$ cat src/twm_pkg.sv
// shared constants and types of the waveform mode timer
package twm_pkg;

  // ==========================================================
  // register offsets (byte addresses on the apb bus)
  localparam logic [7:0] OFS_CTRL_A = 8'h00;
  localparam logic [7:0] OFS_CTRL_B = 8'h04;
  localparam logic [7:0] OFS_COUNTER = 8'h08;
  localparam logic [7:0] OFS_CMP_A = 8'h0C;
  localparam logic [7:0] OFS_CMP_B = 8'h10;
  localparam logic [7:0] OFS_CMP_C = 8'h14;
  localparam logic [7:0] OFS_CAPTURE = 8'h18;
  localparam logic [7:0] OFS_STATUS = 8'h1C;
  localparam logic [7:0] OFS_PORT = 8'h20;

  // ==========================================================
  // field positions
  localparam int POS_ACT_A = 6;
  localparam int POS_ACT_B = 4;
  localparam int POS_ACT_C = 2;
  localparam int POS_WGM_LO = 0;
  localparam int POS_WGM_HI = 3;
  localparam int POS_OVF = 0;
  localparam int POS_PORT_DIR = 0;
  localparam int POS_PORT_DATA = 4;

  // ==========================================================
  // reset values
  localparam logic [7:0] RST_CTRL_A = 8'h00;
  localparam logic [1:0] RST_WGM_HI = 2'h0;
  localparam logic [15:0] RST_WORD = 16'h0000;
  localparam logic [2:0] RST_PORT = 3'h0;

  // ==========================================================
  // counter limits
  localparam logic [15:0] CNT_BOTTOM = 16'h0000;
  localparam logic [15:0] CNT_MAX = 16'hFFFF;
  localparam logic [15:0] TOP_8BIT = 16'h00FF;
  localparam logic [15:0] TOP_9BIT = 16'h01FF;
  localparam logic [15:0] TOP_10BIT = 16'h03FF;

  // ==========================================================
  // action codes and waveform modes
  localparam logic [1:0] ACT_OFF = 2'h0;
  localparam logic [1:0] ACT_TOGGLE = 2'h1;
  localparam logic [3:0] WGM_PFC_CMPA = 4'h9;
  localparam logic [3:0] WGM_PC_CMPA = 4'hB;
  localparam logic [3:0] WGM_FAST_CMPA = 4'hF;

  typedef enum logic [2:0] {KIND_NORMAL, KIND_CTC, KIND_FAST, KIND_PC, KIND_PFC} twm_kind_e;
  typedef enum logic [1:0] {UPD_IMMEDIATE, UPD_TOP, UPD_BOTTOM} twm_update_e;
  typedef enum logic [1:0] {OVF_AT_MAX, OVF_AT_TOP, OVF_AT_BOTTOM} twm_ovf_e;

endpackage

$ cat src/twm_timer.sv
// 16-bit waveform timer with three compare outputs behind an apb slave
//
// How it works
// - action fields for a, b, c sit at bits 7:6, 5:4, 3:2 of control a.
// - any nonzero action field except a disconnected pwm toggle hands the pin to the channel output.
// - pin driver is enabled only by the port direction bit.
// - non-pwm modes: off, toggle, clear or set on compare match.
// - fast pwm: 10 clears on match, sets at bottom; 11 the reverse.
// - fast pwm toggle works only on channel a in mode 15.
// - fast pwm 10 or 11 with compare at top ignores match, acts at bottom.
// - dual slope: 10 clears on up match, sets on down; 11 opposite.
// - dual slope toggle works only on channel a in modes 9 and 11.
// - mode is control a bits 1:0 plus two upper bits in control b.
// - mode 0 counts to 0xFFFF, immediate compare, overflow at max.
// - modes 1-3 phase correct, fixed top, reload at top, flag at bottom.
// - modes 4 and 12 clear on match, top from compare a or capture.
// - modes 5-7 fast pwm fixed top, reload at bottom, flag at top.
// - modes 14 and 15 fast pwm, top from capture or compare a.
// - modes 8 and 9 phase and frequency correct, reload and flag at bottom.
// - modes 10 and 11 phase correct, reload at top, flag at bottom.
// - dual slope counts from zero up to top and back down.
// - dual slope with 10, compare at bottom holds low, at top holds high; 11 opposite.
//
// The implementer's own choices: the address map and the APB slave port.
`timescale 1ns/1ns
module twm_timer
(
  input wire logic clk,
  input wire logic rst,
  input wire logic timer_tick,
  input wire logic psel,
  input wire logic penable,
  input wire logic pwrite,
  input wire logic [7:0] paddr,
  input wire logic [31:0] pwdata,
  output logic [31:0] prdata,
  output logic pready,
  output logic pslverr,
  output logic compare_output_a,
  output logic compare_output_b,
  output logic compare_output_c,
  output logic compare_output_a_oe,
  output logic compare_output_b_oe,
  output logic compare_output_c_oe,
  output logic overflow_flag
);
  import twm_pkg::*;

  // ==========================================================
  // state
  typedef struct packed {
    logic [7:0] ctrl_a;
    logic [1:0] wgm_hi;
    logic [15:0] counter_value;
    logic count_down;
    logic block_match;
    logic [2:0][15:0] cmp_buf;
    logic [2:0][15:0] cmp_act;
    logic [15:0] capture_value;
    logic ovf;
    logic [2:0] port_dir;
    logic [2:0] port_data;
    logic pready;
    logic pslverr;
    logic [31:0] prdata;
    logic [2:0] pin;
    logic [2:0] pin_oe;
  } twm_state_s;

  twm_state_s s;
  twm_state_s next_s;

  logic [3:0] waveform_mode_select;
  twm_kind_e kind;
  twm_update_e update_at;
  twm_ovf_e ovf_at;
  logic [15:0] top;
  logic toggle_a_ok;
  logic [2:0][1:0] action;
  logic [2:0] level;
  logic [2:0] connected;
  logic [2:0] match;
  logic [2:0] cmp_is_top;
  logic [2:0] cmp_is_bottom;
  logic dual;
  logic at_top;
  logic at_bottom;
  logic bottom_evt;
  logic top_evt;
  logic acc_start;
  logic wr_now;
  logic ovf_set;

  assign waveform_mode_select = {s.wgm_hi, s.ctrl_a[POS_WGM_LO +: 2]};
  assign action[0] = s.ctrl_a[POS_ACT_A +: 2];
  assign action[1] = s.ctrl_a[POS_ACT_B +: 2];
  assign action[2] = s.ctrl_a[POS_ACT_C +: 2];

  // ==========================================================
  // mode decode and channels
  twm_mode_decode i_twm_mode_decode
  (
    .waveform_mode_select(waveform_mode_select),
    .compare_value_a(s.cmp_act[0]),
    .capture_value(s.capture_value),
    .kind(kind),
    .update_at(update_at),
    .ovf_at(ovf_at),
    .top(top),
    .toggle_a_ok(toggle_a_ok)
  );

  assign dual = (kind == KIND_PC) || (kind == KIND_PFC);
  assign at_top = (s.counter_value == top);
  assign at_bottom = (s.counter_value == CNT_BOTTOM);
  // fast pwm reaches bottom by wrapping from top
  assign bottom_evt = timer_tick && ((kind == KIND_FAST) ? at_top : at_bottom);
  assign top_evt = timer_tick && at_top;

  genvar gi;
  generate
    for (gi = 0; gi < 3; gi++)
    begin : g_chan
      assign match[gi] = (s.counter_value == s.cmp_act[gi]) && !s.block_match;
      assign cmp_is_top[gi] = (s.cmp_act[gi] == top);
      assign cmp_is_bottom[gi] = (s.cmp_act[gi] == CNT_BOTTOM);
      twm_channel i_twm_channel
      (
        .clk(clk),
        .rst(rst),
        .action(action[gi]),
        .kind(kind),
        .is_chan_a(gi == 0),
        .toggle_a_ok(toggle_a_ok),
        .tick(timer_tick),
        .match(match[gi]),
        .bottom_evt(bottom_evt),
        .counting_up(!s.count_down),
        .cmp_is_top(cmp_is_top[gi]),
        .cmp_is_bottom(cmp_is_bottom[gi]),
        .level(level[gi]),
        .connected(connected[gi])
      );
    end
  endgenerate

  // ==========================================================
  // next state
  always_comb
  begin
    next_s = s;
    acc_start = psel && penable && !s.pready;
    wr_now = psel && penable && pwrite && s.pready;
    next_s.pready = acc_start;
    if (!acc_start)
    begin
      next_s.pslverr = 1'b0;
    end

    // counting sequence
    if (timer_tick)
    begin
      next_s.block_match = 1'b0;
      case (kind)
        KIND_NORMAL:
        begin
          next_s.counter_value = s.counter_value + 16'h0001;
        end
        KIND_CTC, KIND_FAST:
        begin
          next_s.counter_value = at_top ? CNT_BOTTOM : s.counter_value + 16'h0001;
        end
        KIND_PC, KIND_PFC:
        begin
          if (!s.count_down)
          begin
            if (at_top)
            begin
              next_s.count_down = 1'b1;
              next_s.counter_value = s.counter_value - 16'h0001;
            end
            else
            begin
              next_s.counter_value = s.counter_value + 16'h0001;
            end
          end
          else if (at_bottom)
          begin
            next_s.count_down = 1'b0;
            next_s.counter_value = s.counter_value + 16'h0001;
          end
          else
          begin
            next_s.counter_value = s.counter_value - 16'h0001;
          end
        end
        default:
        begin
          next_s.counter_value = s.counter_value + 16'h0001;
        end
      endcase
    end
    if (!dual)
    begin
      next_s.count_down = 1'b0;
    end

    // overflow flag; the set is kept apart so a same-cycle clear cannot undo it
    case (ovf_at)
      OVF_AT_MAX: ovf_set = timer_tick && (s.counter_value == CNT_MAX);
      OVF_AT_TOP: ovf_set = top_evt;
      default: ovf_set = timer_tick && at_bottom;
    endcase
    if (ovf_set)
    begin
      next_s.ovf = 1'b1;
    end

    // double buffered compare reload
    if ((update_at == UPD_TOP && top_evt) || (update_at == UPD_BOTTOM && bottom_evt))
    begin
      next_s.cmp_act = s.cmp_buf;
    end

    // register read, answered one cycle into the access phase
    if (acc_start)
    begin
      next_s.prdata = 32'h0000_0000;
      case (paddr)
        OFS_CTRL_A: next_s.prdata[7:0] = s.ctrl_a;
        OFS_CTRL_B: next_s.prdata[POS_WGM_HI +: 2] = s.wgm_hi;
        OFS_COUNTER: next_s.prdata[15:0] = s.counter_value;
        OFS_CMP_A: next_s.prdata[15:0] = s.cmp_buf[0];
        OFS_CMP_B: next_s.prdata[15:0] = s.cmp_buf[1];
        OFS_CMP_C: next_s.prdata[15:0] = s.cmp_buf[2];
        OFS_CAPTURE: next_s.prdata[15:0] = s.capture_value;
        OFS_STATUS: next_s.prdata[POS_OVF] = s.ovf;
        OFS_PORT:
        begin
          next_s.prdata[POS_PORT_DIR +: 3] = s.port_dir;
          next_s.prdata[POS_PORT_DATA +: 3] = s.port_data;
        end
        default: next_s.pslverr = 1'b1;
      endcase
    end

    // register write at the completing edge
    if (wr_now)
    begin
      case (paddr)
        OFS_CTRL_A: next_s.ctrl_a = pwdata[7:0];
        OFS_CTRL_B: next_s.wgm_hi = pwdata[POS_WGM_HI +: 2];
        OFS_COUNTER:
        begin
          // a counter write masks the next tick's compare match
          next_s.counter_value = pwdata[15:0];
          next_s.block_match = 1'b1;
        end
        OFS_CMP_A, OFS_CMP_B, OFS_CMP_C:
        begin
          for (int i = 0; i < 3; i++)
          begin
            if (paddr == OFS_CMP_A + 8'(4 * i))
            begin
              next_s.cmp_buf[i] = pwdata[15:0];
              if (update_at == UPD_IMMEDIATE)
              begin
                next_s.cmp_act[i] = pwdata[15:0];
              end
            end
          end
        end
        OFS_CAPTURE: next_s.capture_value = pwdata[15:0];
        OFS_STATUS:
        begin
          // write one clears; a same-cycle hardware set still wins
          if (pwdata[POS_OVF] && !ovf_set)
          begin
            next_s.ovf = 1'b0;
          end
        end
        OFS_PORT:
        begin
          next_s.port_dir = pwdata[POS_PORT_DIR +: 3];
          next_s.port_data = pwdata[POS_PORT_DATA +: 3];
        end
        default:
        begin
          next_s.ovf = next_s.ovf;
        end
      endcase
    end

    // pin mux
    for (int i = 0; i < 3; i++)
    begin
      next_s.pin[i] = connected[i] ? level[i] : s.port_data[i];
      next_s.pin_oe[i] = s.port_dir[i];
    end
  end

  always_ff @(posedge clk or posedge rst)
  begin
    if (rst)
    begin
      s <= '0;
      s.ctrl_a <= RST_CTRL_A;
      s.wgm_hi <= RST_WGM_HI;
      s.port_dir <= RST_PORT;
      s.capture_value <= RST_WORD;
    end
    else
    begin
      s <= next_s;
    end
  end

  assign prdata = s.prdata;
  assign pready = s.pready;
  assign pslverr = s.pslverr;
  assign compare_output_a = s.pin[0];
  assign compare_output_b = s.pin[1];
  assign compare_output_c = s.pin[2];
  assign compare_output_a_oe = s.pin_oe[0];
  assign compare_output_b_oe = s.pin_oe[1];
  assign compare_output_c_oe = s.pin_oe[2];
  assign overflow_flag = s.ovf;

endmodule

$ cat src/twm_mode_decode.sv
// waveform mode decoder: count sequence, top source, reload and overflow points
`timescale 1ns/1ns
module twm_mode_decode
(
  input wire logic [3:0] waveform_mode_select,
  input wire logic [15:0] compare_value_a,
  input wire logic [15:0] capture_value,
  output twm_pkg::twm_kind_e kind,
  output twm_pkg::twm_update_e update_at,
  output twm_pkg::twm_ovf_e ovf_at,
  output logic [15:0] top,
  output logic toggle_a_ok
);
  import twm_pkg::*;

  always_comb
  begin
    kind = KIND_NORMAL;
    update_at = UPD_IMMEDIATE;
    ovf_at = OVF_AT_MAX;
    top = CNT_MAX;
    case (waveform_mode_select)
      4'h0:
      begin
        top = CNT_MAX;
      end
      4'h1, 4'h2, 4'h3:
      begin
        kind = KIND_PC;
        update_at = UPD_TOP;
        ovf_at = OVF_AT_BOTTOM;
        top = (waveform_mode_select == 4'h1) ? TOP_8BIT :
              (waveform_mode_select == 4'h2) ? TOP_9BIT : TOP_10BIT;
      end
      4'h4, 4'hC:
      begin
        kind = KIND_CTC;
        top = (waveform_mode_select == 4'h4) ? compare_value_a : capture_value;
      end
      4'h5, 4'h6, 4'h7:
      begin
        kind = KIND_FAST;
        update_at = UPD_BOTTOM;
        ovf_at = OVF_AT_TOP;
        top = (waveform_mode_select == 4'h5) ? TOP_8BIT :
              (waveform_mode_select == 4'h6) ? TOP_9BIT : TOP_10BIT;
      end
      4'h8, 4'h9:
      begin
        kind = KIND_PFC;
        update_at = UPD_BOTTOM;
        ovf_at = OVF_AT_BOTTOM;
        top = (waveform_mode_select == 4'h8) ? capture_value : compare_value_a;
      end
      4'hA, 4'hB:
      begin
        kind = KIND_PC;
        update_at = UPD_TOP;
        ovf_at = OVF_AT_BOTTOM;
        top = (waveform_mode_select == 4'hA) ? capture_value : compare_value_a;
      end
      4'hE, 4'hF:
      begin
        kind = KIND_FAST;
        update_at = UPD_BOTTOM;
        ovf_at = OVF_AT_TOP;
        top = (waveform_mode_select == 4'hE) ? capture_value : compare_value_a;
      end
      default:
      begin
        // reserved encoding runs as plain normal counting
        kind = KIND_NORMAL;
      end
    endcase
    toggle_a_ok = (waveform_mode_select == WGM_FAST_CMPA) ||
                  (waveform_mode_select == WGM_PFC_CMPA) ||
                  (waveform_mode_select == WGM_PC_CMPA);
  end

endmodule

$ cat src/twm_channel.sv
// one compare output channel: action decode and output level
`timescale 1ns/1ns
module twm_channel
(
  input wire logic clk,
  input wire logic rst,
  input wire logic [1:0] action,
  input twm_pkg::twm_kind_e kind,
  input wire logic is_chan_a,
  input wire logic toggle_a_ok,
  input wire logic tick,
  input wire logic match,
  input wire logic bottom_evt,
  input wire logic counting_up,
  input wire logic cmp_is_top,
  input wire logic cmp_is_bottom,
  output logic level,
  output logic connected
);
  import twm_pkg::*;

  typedef struct packed {
    logic level;
  } twm_chan_s;

  twm_chan_s s;
  twm_chan_s next_s;
  logic pwm;
  logic dual;

  always_comb
  begin
    next_s = s;
    pwm = (kind == KIND_FAST) || (kind == KIND_PC) || (kind == KIND_PFC);
    dual = (kind == KIND_PC) || (kind == KIND_PFC);
    // toggle only survives in pwm modes for channel a in its own modes
    connected = (action != ACT_OFF) &&
                !(pwm && action == ACT_TOGGLE && !(is_chan_a && toggle_a_ok));
    if (connected && tick)
    begin
      if (action == ACT_TOGGLE)
      begin
        if (match)
        begin
          next_s.level = ~s.level;
        end
      end
      else if (!pwm)
      begin
        if (match)
        begin
          next_s.level = action[0];
        end
      end
      else if (!dual)
      begin
        if (match && !cmp_is_top)
        begin
          next_s.level = action[0];
        end
        else if (bottom_evt)
        begin
          next_s.level = ~action[0];
        end
      end
      else if (cmp_is_bottom)
      begin
        next_s.level = action[0];
      end
      else if (cmp_is_top)
      begin
        next_s.level = ~action[0];
      end
      else if (match)
      begin
        next_s.level = counting_up ? action[0] : ~action[0];
      end
    end
    level = s.level;
  end

  always_ff @(posedge clk or posedge rst)
  begin
    if (rst)
    begin
      s <= '0;
    end
    else
    begin
      s <= next_s;
    end
  end

endmodule

$ cat config.mk
export PLATFORM = sky130hd
export DESIGN_NAME = twm_timer
export DESIGN_NICKNAME = d
export VERILOG_FILES = /design/src/twm_pkg.sv /design/src/twm_timer.sv /design/src/twm_mode_decode.sv /design/src/twm_channel.sv
export SDC_FILE = /design/constraint.sdc
export NUM_CORES = 1
export LEC_CHECK = 0
export BUFFER_PORTS_ARGS = -buffer_cell sky130_fd_sc_hd__clkbuf_2
export CORE_MARGIN = 2
export CORE_UTILIZATION = 62
export CTS_CLUSTER_SIZE = 10
export DETAILED_ROUTE_END_ITERATION = 6
export GPL_TIMING_DRIVEN = 1
export PLACE_DENSITY = 0.78
export SLEW_MARGIN = 20
export SYNTH_ARGS = -nofsm -noshare
export SYNTH_HDL_FRONTEND = slang
export SYNTH_SLANG_ARGS = --single-unit
export TNS_END_PERCENT = 1
$ cat constraint.sdc
create_clock -name clk -period 8.8 [get_ports clk]
set_input_delay 2.64 -clock clk [delete_from_list [all_inputs] [get_ports clk]]
set_output_delay 2.64 -clock clk [all_outputs]
set_load 0.02 [all_outputs]
==> impl_metrics.env <==
export IMPL_clock_path_buffers=2
export IMPL_reg2reg_depth=12
export IMPL_synth_seq_cells=174
export IMPL_cts_sinks=174
export IMPL_cp_data_required_time_ps=9090
export IMPL_irDropWorstVdd_mv=0.193
export IMPL_slew_headroom_pct=31.1
export IMPL_hpwl_um=30100
export IMPL_path_cells="buf_4 > clkinv_1 > o21a_1 > or4_1 > and2_0 > or4_1 > or4_4 > o32ai_2 > and2_2 > buf_4 > mux2i_1 > o21ai_1"
export IMPL_internal_power_mw=1.29
export IMPL_cts_hold_buf=0
export IMPL_cts_setup_buffers=0
export IMPL_drt_wirelength_per_cell_um=27.9
export IMPL_drc=3
export IMPL_fin_crit_sh_pct=57.9
export IMPL_syn_area_sq_um=11700
export IMPL_clock_latency_ps=440
export IMPL_drt_pass1_iterations=7
export IMPL_worst_pin_slew_ps=1020
export IMPL_hold_class="flop to flop"
export IMPL_start_util_pct=62.9
export IMPL_total_power_mw=1.90
export IMPL_finalNetCount=1321
export IMPL_powerDensity_nw_per_um2=152
export IMPL_finalClockSkew_ps=12.2
export IMPL_htree_levels=4
export IMPL_cts_buffers=17
export IMPL_yosys_warnings=0
export IMPL_vias=11100
export IMPL_routabilityCongestion=1.04
export IMPL_path_max_fanout=48
export IMPL_cts_resized=0
export IMPL_synthFlopType="dfrtp_1"
export IMPL_switching_share_pct=32.2
export IMPL_ff2ff_setup_slack_ps=3710
export IMPL_combPwrFrac_pct=14.1
export IMPL_worstPathArrival_ps=5380
export IMPL_synth_top_area_share_pct=37.1
export IMPL_fmax_ghz=0.196
export IMPL_rows=50
export IMPL_grt_pass1_vias=10500
export IMPL_setup_tns_final_ps=0
export IMPL_min_path_cells=0
export IMPL_cap_violations=0
export IMPL_grt_max_degree=104
export IMPL_postRouteAntennaNets=0
export IMPL_ys_seq_area_share_pct=37.1
export IMPL_p_clk_share_pct=39.7
export IMPL_path_clk_slew_ps=80
export IMPL_drt_iter0_drc=1448
export IMPL_fin_area_sq_um=12500
export IMPL_synth_distinct_cells=87
export IMPL_cp_start_kind="flop"
export IMPL_final_core_util_pct=66.8
export IMPL_grt_pass1_wl_um=63800
export IMPL_outcome="complete, but fails checks"
export IMPL_async_flop_share_pct=100
export IMPL_grt_usage_pct=42.7
export IMPL_drv_slew=0
export IMPL_period_minus_slack_ps=5090
export IMPL_port_buffer_count=54
export IMPL_cts_root_buf="clkbuf_16"
export IMPL_slowest_stage="buf_4"
export IMPL_grt_overflow_total=0
export IMPL_io_pins=87
export IMPL_failed_checks="DRC"
export IMPL_layout_area_overhead_vs_synth_pct=6.21
export IMPL_synth_area_top_cells="dfrtp_1, mux2_2, mux2i_1, nand2_1, xnor2_1"
export IMPL_core_area_sq_um=18600
export IMPL_dieArea_sq_um=20000
export IMPL_die_w_um=142
export IMPL_synth_edff_count=0
export IMPL_postSynthAreaPerCell_sq_um=9.13
export IMPL_switching_power_uw=611
export IMPL_seq_power_share_pct=46.2
export IMPL_critPathCaptureType="flop"
export IMPL_hold_viol_final=0
export IMPL_synthCells=1285
export IMPL_p_leak_nw=5.36
export IMPL_cts_tree="yes"
export IMPL_drt_total_wl_um=42500
export IMPL_yosys_area_top_type="dfrtp_1"
export IMPL_setup_viol=0
export IMPL_holdWs_ps=416
export IMPL_slowest_delay_ps=720
export IMPL_antenna_found_initial=0
export IMPL_die_y_um=142
export IMPL_antenna_cells=0
export IMPL_drive_above_1_share_pct=17.7
export IMPL_via_per_inst=7.28
export IMPL_placed_cell_area_sq_um=11900
export IMPL_critPathKind="flop to flop"
export IMPL_rsz0062_at_grt="no"
-- stage by stage --
stage	setup slack, ps	std cells
2_1_floorplan	1440	1300
3_3_place_gp	3430	1488
3_5_place_dp	3370	1488
4_1_cts	3810	1520
5_1_grt	3600	1520
6_report	3710	1520
-- cell families after synthesis --
family          after synthesis  share of synthesized area (%)
simple gates                384                           17.1
other cells                   1                         0.0320
buf+inv                     161                           6.90
compound gates              369                           21.8
fa+ha+maj                     2                          0.213
xor+xnor                     59                           4.41
flops                       174                           37.1
mux                         135                           12.4
-- flip-flops by register name, summed over array words and instances, names as in the netlist --
register / count
s: 137
action: 6
compare_output_a: 1
compare_output_a_oe: 1
g_chan.i_twm_channel.level: 3
compare_output_c_oe: 1
pready: 1
pslverr: 1
compare_output_b: 1
compare_output_b_oe: 1
prdata: 16
overflow_flag: 1
compare_output_c: 1
next_s: 3
-- synthesized netlist by cell type, drive strengths merged (28+ instances only) --
cell / instances
dfrtp: 174
nand2: 113
o21ai: 95
mux2: 84
clkbuf: 70
buf: 58
nor2: 58
mux2i: 51
a21oi: 44
inv: 32
nand3: 31
xnor2: 31
a22oi: 30
nor4: 30
xor2: 28
-- routing by layer --
layer	up-vias	GRT usage, %	wire [um]
met3	137	11.7	4980
met5	-	0	0
met1	5425	58.3	16800
met4	0	17.0	1740
li1	4750	-	-
met2	747	64.8	18900
-- cell usage in the layout (no fill, tap or decap), types with 7 or more instances in the layout --
cell	instances
a2111oi_0	8
a22o_1	8
o31ai_1	12
a222oi_1	16
inv_6	7
or2_2	8
dfrtp_1	174
o211ai_1	13
o21ai_1	41
nor3_1	26
buf_4	28
a221oi_1	8
mux2_2	84
nand4_1	16
o21a_1	9
inv_1	31
mux2i_1	51
clkbuf_16	17
xor2_1	28
nand3_1	31
xnor2_1	31
and3_1	11
a22oi_1	30
o22ai_1	21
nor2_1	55
nor4_1	28
nor2b_1	14
nand2b_1	21
clkbuf_2	54
or3_1	11
o21ai_0	53
a21o_1	18
a21oi_1	44
a31oi_1	17
nand2_1	113
conb_1	16
-- power groups by stage --
stage | registers, mW | logic (mW) | clock network (mW)
floorplan | 0.843 | 0.205 | 0
global placement | 0.887 | 0.255 | 0
detailed placement | 0.888 | 0.258 | 0
CTS | 0.872 | 0.259 | 0.759
global route | 0.876 | 0.287 | 0.782
finish | 0.877 | 0.268 | 0.753
-- critical path: cells and delay by family (launching register included) --
kind | cells | cell delay (ps)
AO/OA/AOI/OAI | 3 | 520
flip-flops | 1 | 470
multiplexers | 1 | 290
AND/OR/NAND/NOR | 5 | 1930
buffers and inverters | 3 | 1670
-- final timing paths --
kind / start / endpoint
worst max-delay path: s[180] / s[69]
worst min register to register: next_s[0] / compare_output_a_oe
max in group asynchronous: rst / s[170]
min in group asynchronous: rst / prdata[15]
worst min-delay path: next_s[0] / compare_output_a_oe
worst max register to register: s[180] / s[69]
-- final cells by class --
cell class	count	area, sq um
clock inverter	13	119
timing repair buffer	82	480
tap	234	293
fill	1526	6180
clock buffer	19	443
multi-input combinational	965	6640
sequential	174	4350
inverter	33	129
Power figures use the tool's default switching activity.
